## config.mk

```make
export PLATFORM = sky130hd
export DESIGN_NAME = lcd_cmd_port
export DESIGN_NICKNAME = d
export VERILOG_FILES = /design/src/design/lcd_cmd_pkg.sv /design/src/design/lcd_cmd_port.sv
export VERILOG_INCLUDE_DIRS = /design/src /design/src/design
export SDC_FILE = /design/constraint.sdc
export NUM_CORES = 1
export LEC_CHECK = 0
export BUFFER_PORTS_ARGS = -buffer_cell sky130_fd_sc_hd__buf_2
export CAP_MARGIN = 20
export CORE_ASPECT_RATIO = 1.1
export CORE_UTILIZATION = 36
export DETAILED_ROUTE_END_ITERATION = 7
export MAX_ROUTING_LAYER = met4
export PLACE_DENSITY = 0.59
export SLEW_MARGIN = 20
export SYNTH_ARGS = -nofsm -noshare
export SYNTH_HDL_FRONTEND = slang
export SYNTH_SLANG_ARGS = --single-unit
```

## constraint.sdc

```tcl
create_clock -name MCLK -period 3.9 [get_ports MCLK]
set_clock_uncertainty 0.05 [all_clocks]
set_input_delay 0.39 -clock MCLK [delete_from_list [all_inputs] [get_ports MCLK]]
set_output_delay 0.39 -clock MCLK [all_outputs]
set_load 0.02 [all_outputs]
```

## src/design/lcd_cmd_cfg.svh

```systemverilog
`ifndef LCD_CMD_CFG_SVH
`define LCD_CMD_CFG_SVH
// fixed upper six bits of the 7-bit write address
`define ADDR_UPPER        6'h1c
// continuation flag position in a command byte
`define CMD_CONT_BIT      7
// mode-set field positions
`define MODE_EN_BIT       3
`define MODE_BIAS_BIT     2
// drive mode codes
`define DRIVE_STATIC      2'h1
`define DRIVE_MUX2        2'h2
`define DRIVE_MUX3        2'h3
`define DRIVE_MUX4        2'h0
// reset values of decoded state
`define RST_DRIVE         2'h0
`define RST_PTR           6'h00
`define RST_SUBADDR       3'h0
// last legal data pointer value
`define PTR_LAST          6'h27
// pointer steps per drive mode
`define STEP_STATIC       6'h08
`define STEP_MUX2         6'h04
`define STEP_MUX3         6'h03
`define STEP_MUX4         6'h02
`endif

```

## src/design/lcd_cmd_pkg.sv

```systemverilog
package lcd_cmd_pkg;
  // bus phase of the receiver
  typedef enum logic [2:0] {IDLE_ST, ADDR_ST, CMD_ST, DATA_ST, IGNORE_ST} phase_type;
endpackage : lcd_cmd_pkg

```

## src/design/lcd_cmd_port.sv

```systemverilog
// Contract
// - sda change with scl high is control
// - sda fall with scl high is start
// - sda rise with scl high is stop
// - no limit on bytes per transfer
// - eight bits then acknowledge slot
// - ack holds sda low whole pulse
// - receive only, never answer reads
// - address lsb must equal strap level
// - mismatched address: no ack, no action
// - byte after address is a command, acked
// - bit 7 set means more commands
// - data goes to pointer, both advance
// - ack data only when subaddress matches
// - decode mode-set and load pointer
// - decode device, bank, blink select
// - drive mode and bias encodings
// - pointer field copied to data pointer
// - bank select ignored in mux3 and mux4
// - blink rate and alternate bank handling
`timescale 1ns/1ps
`include "lcd_cmd_cfg.svh"
module lcd_cmd_port
(
  // clock and reset
  input  wire logic       MCLK,
  input  wire logic       RST_N,
  // i2c pins
  input  wire logic       SCL_I,
  input  wire logic       SDA_I,
  output logic            SDA_O,
  output logic            SDA_OE,
  // straps
  input  wire logic       ADDR_LSB_STRAP,
  input  wire logic [2:0] SUBADDRESS_PINS,
  // decoded settings
  output logic            DISP_EN,
  output logic            BIAS_HALF,
  output logic [1:0]      DRIVE_MODE,
  output logic            IN_BANK,
  output logic            OUT_BANK,
  output logic            BLINK_ALT,
  output logic [1:0]      BLINK_RATE_FIELD,
  // display data toward the ram loader
  output logic            DATA_STB,
  output logic [7:0]      DATA_BYTE,
  output logic [5:0]      DATA_PTR,
  output logic [2:0]      SUBADDR_CNT
);
  import lcd_cmd_pkg::*;

  logic [2:0] scl_sync_reg;   // two sync stages plus history
  logic [2:0] sda_sync_reg;
  logic       strap_meta_reg; // strap and subaddress pins, first stage
  logic [2:0] sub_meta_reg;
  logic       strap_reg;
  logic [2:0] sub_reg;
  logic       scl_s, sda_s, scl_rise, scl_fall, start_det, stop_det;
  phase_type  phase_reg;
  logic [3:0] bit_cnt_reg;    // 0..7 data bits, 8 = ack slot
  logic [7:0] shift_reg;
  logic       ack_pend_reg;   // decision to ack current byte
  logic [5:0] ptr_reg;
  logic [2:0] sa_reg;
  logic [5:0] step;
  logic       byte_done;

  // pointer step per drive mode
  function automatic logic [5:0] ptr_step(input logic [1:0] m);
    unique case (m)
      `DRIVE_STATIC: ptr_step = `STEP_STATIC;
      `DRIVE_MUX2:   ptr_step = `STEP_MUX2;
      `DRIVE_MUX3:   ptr_step = `STEP_MUX3;
      `DRIVE_MUX4:   ptr_step = `STEP_MUX4;
    endcase
  endfunction : ptr_step

  // true when an alternate bank exists
  function automatic logic has_bank(input logic [1:0] m);
    has_bank = (m == `DRIVE_STATIC) || (m == `DRIVE_MUX2);
  endfunction : has_bank

  // pin synchronisers; stage 0 is read only by stage 1
  // strap pins ride along, since they are off-chip too
  always_ff @(posedge MCLK or negedge RST_N)
  begin
    if (!RST_N)
    begin
      scl_sync_reg   <= 3'h7; // idle bus, so no false edge after reset
      sda_sync_reg   <= 3'h7;
      strap_meta_reg <= 1'b0;
      sub_meta_reg   <= 3'h0;
      strap_reg      <= 1'b0;
      sub_reg        <= 3'h0;
    end
    else
    begin
      scl_sync_reg   <= {scl_sync_reg[1:0], SCL_I};
      sda_sync_reg   <= {sda_sync_reg[1:0], SDA_I};
      strap_meta_reg <= ADDR_LSB_STRAP;
      sub_meta_reg   <= SUBADDRESS_PINS;
      strap_reg      <= strap_meta_reg;
      sub_reg        <= sub_meta_reg;
    end
  end

  assign scl_s     = scl_sync_reg[1];
  assign sda_s     = sda_sync_reg[1];
  assign scl_rise  = scl_s & ~scl_sync_reg[2];
  assign scl_fall  = ~scl_s & scl_sync_reg[2];
  // sda moving while scl stays high is a bus condition
  assign start_det = scl_s & scl_sync_reg[2] & ~sda_s & sda_sync_reg[2];
  assign stop_det  = scl_s & scl_sync_reg[2] & sda_s & ~sda_sync_reg[2];
  assign byte_done = scl_rise && (bit_cnt_reg == 4'h7);
  assign step      = ptr_step(DRIVE_MODE);

  // bit counter and shifter; sampled on scl rise
  always_ff @(posedge MCLK or negedge RST_N)
  begin
    if (!RST_N)
    begin
      bit_cnt_reg <= 4'h0;
      shift_reg   <= 8'h00;
    end
    else if (start_det || stop_det)
      bit_cnt_reg <= 4'h0;
    else if (scl_rise)
    begin
      // ack slot closes the byte
      if (bit_cnt_reg == 4'h8)
        bit_cnt_reg <= 4'h0;
      else
      begin
        bit_cnt_reg <= bit_cnt_reg + 4'h1;
        shift_reg   <= {shift_reg[6:0], sda_s};
      end
    end
  end

  // bus phase; no byte limit, ends only on stop or start
  always_ff @(posedge MCLK or negedge RST_N)
  begin
    if (!RST_N)
      phase_reg <= IDLE_ST;
    else if (start_det)
      phase_reg <= ADDR_ST; // repeated start also lands here
    else if (stop_det)
      phase_reg <= IDLE_ST;
    else if (byte_done)
    begin
      unique case (phase_reg)
        ADDR_ST:
        begin
          // write to our address only; reads and others dropped
          if (shift_reg[6:0] == {`ADDR_UPPER, strap_reg} && !sda_s)
            phase_reg <= CMD_ST;
          else
            phase_reg <= IGNORE_ST;
        end
        CMD_ST:
          if (!shift_reg[`CMD_CONT_BIT - 1])
            phase_reg <= DATA_ST;
        IDLE_ST, DATA_ST, IGNORE_ST:
          phase_reg <= phase_reg;
      endcase
    end
  end

  // ack decision, made as the eighth bit is taken
  always_ff @(posedge MCLK or negedge RST_N)
  begin
    if (!RST_N)
      ack_pend_reg <= 1'b0;
    else if (start_det || stop_det)
      ack_pend_reg <= 1'b0;
    else if (byte_done)
    begin
      unique case (phase_reg)
        ADDR_ST:   ack_pend_reg <= (shift_reg[6:0] == {`ADDR_UPPER, strap_reg})
                                   && !sda_s;
        CMD_ST:    ack_pend_reg <= 1'b1;
        DATA_ST:   ack_pend_reg <= (sa_reg == sub_reg);
        IDLE_ST, IGNORE_ST: ack_pend_reg <= 1'b0;
      endcase
    end
    else if (scl_fall && bit_cnt_reg == 4'h0)
      ack_pend_reg <= 1'b0; // released after ack pulse
  end

  // sda drive: low from fall before slot to fall after it
  always_ff @(posedge MCLK or negedge RST_N)
  begin
    if (!RST_N)
      SDA_OE <= 1'b0;
    else if (start_det || stop_det)
      SDA_OE <= 1'b0;
    else if (scl_fall)
      SDA_OE <= ack_pend_reg && (bit_cnt_reg == 4'h8); // only output is ack
  end

  // open-drain: never drive high
  always_ff @(posedge MCLK or negedge RST_N)
  begin
    if (!RST_N)
      SDA_O <= 1'b0;
    else
      SDA_O <= 1'b0;
  end

  // command decode of settings, taken when the byte completes
  always_ff @(posedge MCLK or negedge RST_N)
  begin
    if (!RST_N)
    begin
      DISP_EN          <= 1'b0;
      BIAS_HALF        <= 1'b0;
      DRIVE_MODE       <= `RST_DRIVE;
      IN_BANK          <= 1'b0;
      OUT_BANK         <= 1'b0;
      BLINK_ALT        <= 1'b0;
      BLINK_RATE_FIELD <= 2'h0;
    end
    else if (byte_done && phase_reg == CMD_ST)
    begin
      // mode-set, bit 4 unused
      if (shift_reg[5:4] == 2'h2)
      begin
        DISP_EN    <= shift_reg[`MODE_EN_BIT - 1];
        BIAS_HALF  <= shift_reg[`MODE_BIAS_BIT - 1];
        DRIVE_MODE <= {shift_reg[0], sda_s};
        // no alternate bank in mux3/4, so its blinking drops
        BLINK_ALT  <= BLINK_ALT & has_bank({shift_reg[0], sda_s});
      end
      // bank-select, only with an alternate bank
      else if (shift_reg[5:1] == 5'h1e && has_bank(DRIVE_MODE))
      begin
        IN_BANK  <= shift_reg[0];
        OUT_BANK <= sda_s;
      end
      // blink-select; alternate bank forced off in mux3/4
      else if (shift_reg[5:2] == 4'he)
      begin
        BLINK_ALT        <= shift_reg[1] & has_bank(DRIVE_MODE);
        BLINK_RATE_FIELD <= {shift_reg[0], sda_s};
      end
    end
  end

  // data pointer and subaddress counter
  always_ff @(posedge MCLK or negedge RST_N)
  begin
    if (!RST_N)
    begin
      ptr_reg <= `RST_PTR;
      sa_reg  <= `RST_SUBADDR;
    end
    else if (byte_done && phase_reg == CMD_ST)
    begin
      if (shift_reg[5] == 1'b0)
        ptr_reg <= {shift_reg[4:0], sda_s};
      else if (shift_reg[5:2] == 4'hc)
        sa_reg <= {shift_reg[1:0], sda_s};
    end
    else if (byte_done && phase_reg == DATA_ST)
    begin
      // advance even when storage is inhibited; overflow bumps subaddress
      if (7'(ptr_reg) + 7'(step) > 7'(`PTR_LAST))
      begin
        ptr_reg <= 6'(ptr_reg + step - (`PTR_LAST + 6'h01));
        sa_reg  <= sa_reg + 3'h1;
      end
      else
        ptr_reg <= 6'(ptr_reg + step);
    end
  end

  // data strobe with the location it belongs to
  always_ff @(posedge MCLK or negedge RST_N)
  begin
    if (!RST_N)
    begin
      DATA_STB    <= 1'b0;
      DATA_BYTE   <= 8'h00;
      DATA_PTR    <= `RST_PTR;
      SUBADDR_CNT <= `RST_SUBADDR;
    end
    else
    begin
      DATA_STB    <= byte_done && phase_reg == DATA_ST && sa_reg == sub_reg;
      SUBADDR_CNT <= sa_reg;
      if (byte_done && phase_reg == DATA_ST)
      begin
        DATA_BYTE <= {shift_reg[6:0], sda_s};
        DATA_PTR  <= ptr_reg;
      end
    end
  end
endmodule : lcd_cmd_port

```

# Yosys cells after proc, flatten, opt, wreduce, memory -nomap -nowiden
# Index checks and enable logic that the tools add are counted.
[op_classes]
addsub = 5
n_lt_le_gt_ge = 1
n_eq_ne = 23
n_mux = 28
bitwise = 17
n_reduce_logical = 32
[ops]
columns = ["op", "n"]
rows = [
  ["2-to-1 mux 3 bit", 10],
  ["2-to-1 mux 6 bit", 4],
  ["case mux 6 bit (4 select lines)", 1],
  ["equality test 4 bit, second input constant", 3],
  ["2-to-1 mux 4 bit", 3],
  ["AND reduction 3 bit", 4],
  ["nonzero test 2 bit", 5],
  ["AND 1 bit", 9],
  ["equality test 2 bit, second input constant", 4],
  ["logical AND 1 bit", 8],
  ["2-to-1 mux 1 bit", 8],
  ["NOT 1 bit", 8],
  ["AND reduction 4 bit", 2],
  ["adder 6 x 6 -> 7 bit", 1],
  ["equality test 7 x 6 -> 1 bit", 1],
  ["> comparator 7 x 6 -> 1 bit, second input constant", 1],
  ["adder 6 bit", 1],
  ["equality test 3 x 2 -> 1 bit, second input constant", 2],
  ["inequality test 2 bit, second input constant", 3],
  ["case mux 3 bit (2 select lines)", 1],
  ["nonzero test 3 bit", 2],
  ["subtractor 6 bit, second input constant", 1],
  ["equality test 5 bit, second input constant", 1],
  ["adder 4 x 1 -> 4 bit, second input constant", 1],
  ["other kinds (18)", 22],
]
[word_totals]
reg_bits = 66
in_bits = 8
out_inout_bits = 29
elab_cells = 130

# Depth between registers and ports, before layout
[logic_depth]
ltp_word = 7
depth_mapped = 12

# Worst setup path before layout
# OpenSTA, ideal clock, no wires.
[synth_path]
kind = "reg2reg"
from = "register DRIVE_MODE[0]"
to = "register ptr_reg[4]"
setup_ps = 111
arrival_ps = 3103
required_time_ps = 3739
slack_ps = 636
path_stages_with_launch = 13
synth_period_minus_slack_ps = 3264
cell_sequence = "dfrtp_1 -> inv_1 -> ha_1 -> ha_1 -> a211o_1 -> and3_1 -> or2_2 -> ha_1 -> o21ai_1 -> nor3b_2 -> o32a_2 -> nand2b_1 -> a222oi_1"
[synth_between]
elab_chain_cells = 7
elab_cells_between_ends = 12
[synth_lines]
columns = ["element", "line_no", "source"]
rows = [
  ["from (decl)", "lcd_cmd_port.sv:39", "output logic [1:0] DRIVE_MODE,"],
  ["from (signal assigned)", "lcd_cmd_port.sv:217", "DRIVE_MODE <= `RST_DRIVE;"],
  ["from (signal assigned)", "lcd_cmd_port.sv:230", "DRIVE_MODE <= {shift_reg[0], sda_s};"],
  ["equality test 2 bit (tied with other cells)", "lcd_cmd_port.sv:70", "unique case (m)"],
  ["case mux 6 bit (4 select lines) (*)", "lcd_cmd_port.sv:70", ""],
  ["adder 6 bit or adder 6 x 6 -> 7 bit (tied branches)", "lcd_cmd_port.sv:269, lcd_cmd_port.sv:273, lcd_cmd_port.sv:267", ""],
  ["subtractor 6 bit or > comparator 7 x 6 -> 1 bit (tied branches)", "lcd_cmd_port.sv:269, lcd_cmd_port.sv:267", ""],
  ["2-to-1 mux 6 bit (*)", "lcd_cmd_port.sv:267", "if (7'(ptr_reg) + 7'(step) > 7'(`PTR_LAST))"],
  ["2-to-1 mux 6 bit (*)", "lcd_cmd_port.sv:264", "else if (byte_done && phase_reg == DATA_ST)"],
  ["2-to-1 mux 6 bit (*)", "lcd_cmd_port.sv:257", "else if (byte_done && phase_reg == CMD_ST)"],
  ["to (signal assigned)", "lcd_cmd_port.sv:260", "ptr_reg <= {shift_reg[4:0], sda_s};"],
  ["to (signal assigned)", "lcd_cmd_port.sv:269", "ptr_reg <= 6'(ptr_reg + step - (`PTR_LAST + 6'h01));"],
  ["to (signal assigned)", "lcd_cmd_port.sv:273", "ptr_reg <= 6'(ptr_reg + step);"],
  ["to (decl)", "lcd_cmd_port.sv:63", "logic [5:0] ptr_reg;"],
]
# Every way passes the cells marked *; elsewhere a longest branch is shown, timed or not. The select of a mux whose other input is x is not followed.
# A chain may end at the register's enable or synchronous reset.

# Worst setup path in the final report
# Same ends and word-level chain as after synthesis.

==> results summary <==
The run finished, with violations left. The checks that failed: negative hold slack. The die covers 9247 µm². TritonCTS built the clock tree.

The total negative slack for setup checks is 0 ps. The tightest min-delay check is of the in -> async type. The cell area power density came out at 410.4 nW/µm². The fraction of final layout cells with drive strength greater than 1 came out at 27.03%. The congestion estimate from routability-driven global placement came to 0.8397. The floorplan has 35 rows.

Of the available clock period, the critical path in the final layout requires 88.06%. The clock passes through at most 2 buffers. The via count of the first global-routing pass came out at 2,279. The clock group share of total power is 37.5%.

The flip-flop count of the largest register, all copies and words added is 8. The number of buffers added by the clock tree synthesis step came out at 9. The total congestion overflow is 0.

The total length of routed wires is 6.396 mm. STA classifies the critical path endpoint as a register. The worst slew margin relative to its limit came out at 47.28%.

The reg-to-reg critical path startpoint is DRIVE_MODE[0]$_DFFE_PN0P_. The starting DRC count in detailed routing is 90. The top-area cell type share of the netlist area is 47.04%. The post-DP HPWL came out at 4.535 mm. The clock latency on the worst-skew pair came out at 350 ps. The first-pass GRT wire length is 10.99 mm.

The path type of the worst setup path is reg -> reg. The reg2reg setup slack came out at 470 ps. For this run, the top clock speed supported by timing is 291.2 MHz. Clock-pin slew was measured on the worst setup and hold paths at 80 ps. During I/O placement, the number of pins put on the boundary was 37.

Counting every instance in the synthesized netlist gives 292. In this run, synthesis produced a sequential element count of 66. Tracing the worst setup path back leads to its startpoint at DRIVE_MODE[0]$_DFFE_PN0P_. The data arrival time at the worst-slack endpoint came out at 3620 ps.

The sequential fraction of the synthesis area came out at 51.98%. The switching power came out at 418.5 µW. In the synthesized netlist the async set-or-reset flop fraction comes to 100.0%. The routed length per instance is 14.41 µm.

The filler cell count in the final layout is 853. The netlist area before placement came out at 3192 µm². The global-route usage over all layers is 16.01%. Of the total power, registers draw 53.6%. In this run the post-CTS setup repair buffer count came out at 0. Once placement completed, the tool counted placed cells totaling 428. The number of buffers inserted by port buffering came out at 35. The post-route minimum period is 3434 ps. The area inside the core boundary is 8496 µm². The post-synth net total is 312. The H-tree generated during clock tree synthesis spans 3 levels. Following the worst setup path forward leads to its endpoint at ptr_reg[4]$_DFFE_PN0P_. The internal power of the cells is 1.086 mW.

The mean post-synth cell area came out at 10.93 µm². The number of max-slew violations in the final report was 0. For this design the static power due to leakage is 1.713 nW. The root buffer cell chosen for the clock tree is sky130_fd_sc_hd__clkbuf_8. The hold violation total from the final report is 1.

The maximum fanout along the worst path is 5. The slew at the pin closest to its max-slew limit is 785.5 ps. Of the total power, combinational logic draws 8.9%. 0 antenna diodes ended up in the layout.

Entering global routing, the biggest net connects 49 pins. The layout overhead on the synthesized area is 14.82%. By area the synthesized netlist is led by sky130_fd_sc_hd__dfrtp_1, sky130_fd_sc_hd__mux2_2, sky130_fd_sc_hd__dfstp_2. Sorting the synthesized cells by how often they occur yields sky130_fd_sc_hd__dfrtp_1, sky130_fd_sc_hd__nand2_1, sky130_fd_sc_hd__o21ai_0.

The leading area contributor after synthesis is sky130_fd_sc_hd__dfrtp_1. The post-route non-filler standard cell count is 444. The count of nets left with antenna violations once routing finished came out at 0.

After detailed placement, the total cell area comes to 3468 µm². The endpoint of the most critical register-to-register path is ptr_reg[4]$_DFFE_PN0P_. The number of nets in the final layout is 348. Yosys printed 0 warnings. The most frequent cell after synthesis is sky130_fd_sc_hd__dfrtp_1.

For this design, the CTS-stage hold fixing added 0 buffers. STA classifies the critical path startpoint as a register. For this run, the leading register cell type out of synthesis is sky130_fd_sc_hd__dfrtp_1. In this run, synthesis inferred 0 flip-flops with an integrated enable. IR analysis of the VDD net gives a maximum drop of 0.0002130 V. The via count is 2,291.

The initial antenna violation count is 0. The post-route DRC violation count came out at 0. The die outline width came out at 91.78 µm. Net switching is 27.82% of the power. For this run, the share of the core covered by cells in the final layout is 43.14%. The required time reported for the critical path endpoint came out at 4090 ps. The overall die height is 100.8 µm.

The number of sinks driven by the clock tree is 66. The hold slack is -0.7567 ps. The final standard cell area without fillers is 3665 µm². Post-CTS repair changed the size of 0 cells. The detailed-routing iteration count for the pre-antenna-repair pass is 4. The number of max-cap violations is 0. After detailed routing, the number of vias per cell comes to 5.160.

Setup repair after global routing left no endpoint under its margin. The path depth of the worst reg2reg path is 12. The final number of setup-violating endpoints came out at 0. Synthesis instantiated 58 different standard cells from the library.

The initial core utilization is 37.57%.
[final cells by class]
cell class | instances | area (µm²) | share of cell area (%)
sequential | 66 | 1659 | 45.27
multi-input combinational | 204 | 1443 | 39.36
timing repair buffer | 37 | 192.7 | 5.258
tap | 111 | 138.9 | 3.790
clock buffer | 10 | 127.6 | 3.482
clock inverter | 6 | 66.31 | 1.809
inverter | 10 | 37.54 | 1.024
[critical path, cell delays in order (launching register included)]
cell and delay [ps]:
sky130_fd_sc_hd__dfrtp_1 420, sky130_fd_sc_hd__inv_1 60, sky130_fd_sc_hd__ha_1 390, sky130_fd_sc_hd__ha_1 330, sky130_fd_sc_hd__a211o_1 290, sky130_fd_sc_hd__and3_1 200, sky130_fd_sc_hd__or2_2 330, sky130_fd_sc_hd__ha_1 230
sky130_fd_sc_hd__o21ai_1 160, sky130_fd_sc_hd__nor3b_2 270, sky130_fd_sc_hd__o32a_2 240, sky130_fd_sc_hd__nand2b_1 60, sky130_fd_sc_hd__a222oi_1 290
[cells in the final DEF (no fill, tap or decap), drive strengths merged, types with 10 or more instances in the layout]
cell     n
nand3   12
inv     11
nor2    19
buf     37
ha      11
dfrtp   60
o21ai   25
clkbuf  10
nand2   32
mux2    20
[power groups by stage]
stage	sequential (mW)	clock, mW	combinational (mW)
floorplan	0.782	0	0.116
global placement	0.818	0	0.130
detailed placement	0.820	0	0.136
CTS	0.807	0.584	0.136
global route	0.819	0.618	0.154
finish	0.806	0.564	0.134
[worst min path at each step]
stage,from,depth (start not counted),to,slack [ps]
2_1_floorplan,RST_N,0,BIAS_HALF$_DFFE_PN0P_,40
3_3_place_gp,sub_meta_reg[1]$_DFF_PN0_,0,sub_reg[1]$_DFF_PN0_,280
3_5_place_dp,strap_meta_reg$_DFF_PN0_,0,strap_reg$_DFF_PN0_,280
4_1_cts,SCL_I,1,scl_sync_reg[0]$_DFF_PN1_,70
5_1_grt,RST_N,1,DATA_BYTE[0]$_DFFE_PN0P_,30
6_report,RST_N,1,DATA_BYTE[1]$_DFFE_PN0P_,-0.8
[cells by family after synthesis]
logic type	after synthesis	share of synthesized area, %
adders and majority gates	12	4.939
buffers and inverters	22	2.823
muxes	23	7.997
and+or+nand+nor	95	15.88
other	1	0.1175
DFF	66	51.98
AOI/OAI and AO/OA	62	13.25
xor gates and xnor gates	11	3.019
[layer usage]
layer	track usage [%]	vias to the layer above	wire, µm
met5	-	-	0
met4	6.971	0	148
met3	4.977	11	246
met2	24.06	44	3022
met1	19.99	1125	2979
li1	-	1111	-
[metrics by stage]
stage / hold WS, ps / total power, mW / setup WS, ps
floorplan: 44.41 / 0.8976 / 636.3
finish: -0.7567 / 1.504 / 465.6
global route: 27.35 / 1.591 / 233.5
detailed placement: 284.7 / 0.9554 / 499.0
global placement: 284.1 / 0.9475 / 624.3
CTS: 73.05 / 1.527 / 478.1
No activity file was read; power rests on OpenSTA's default activity.
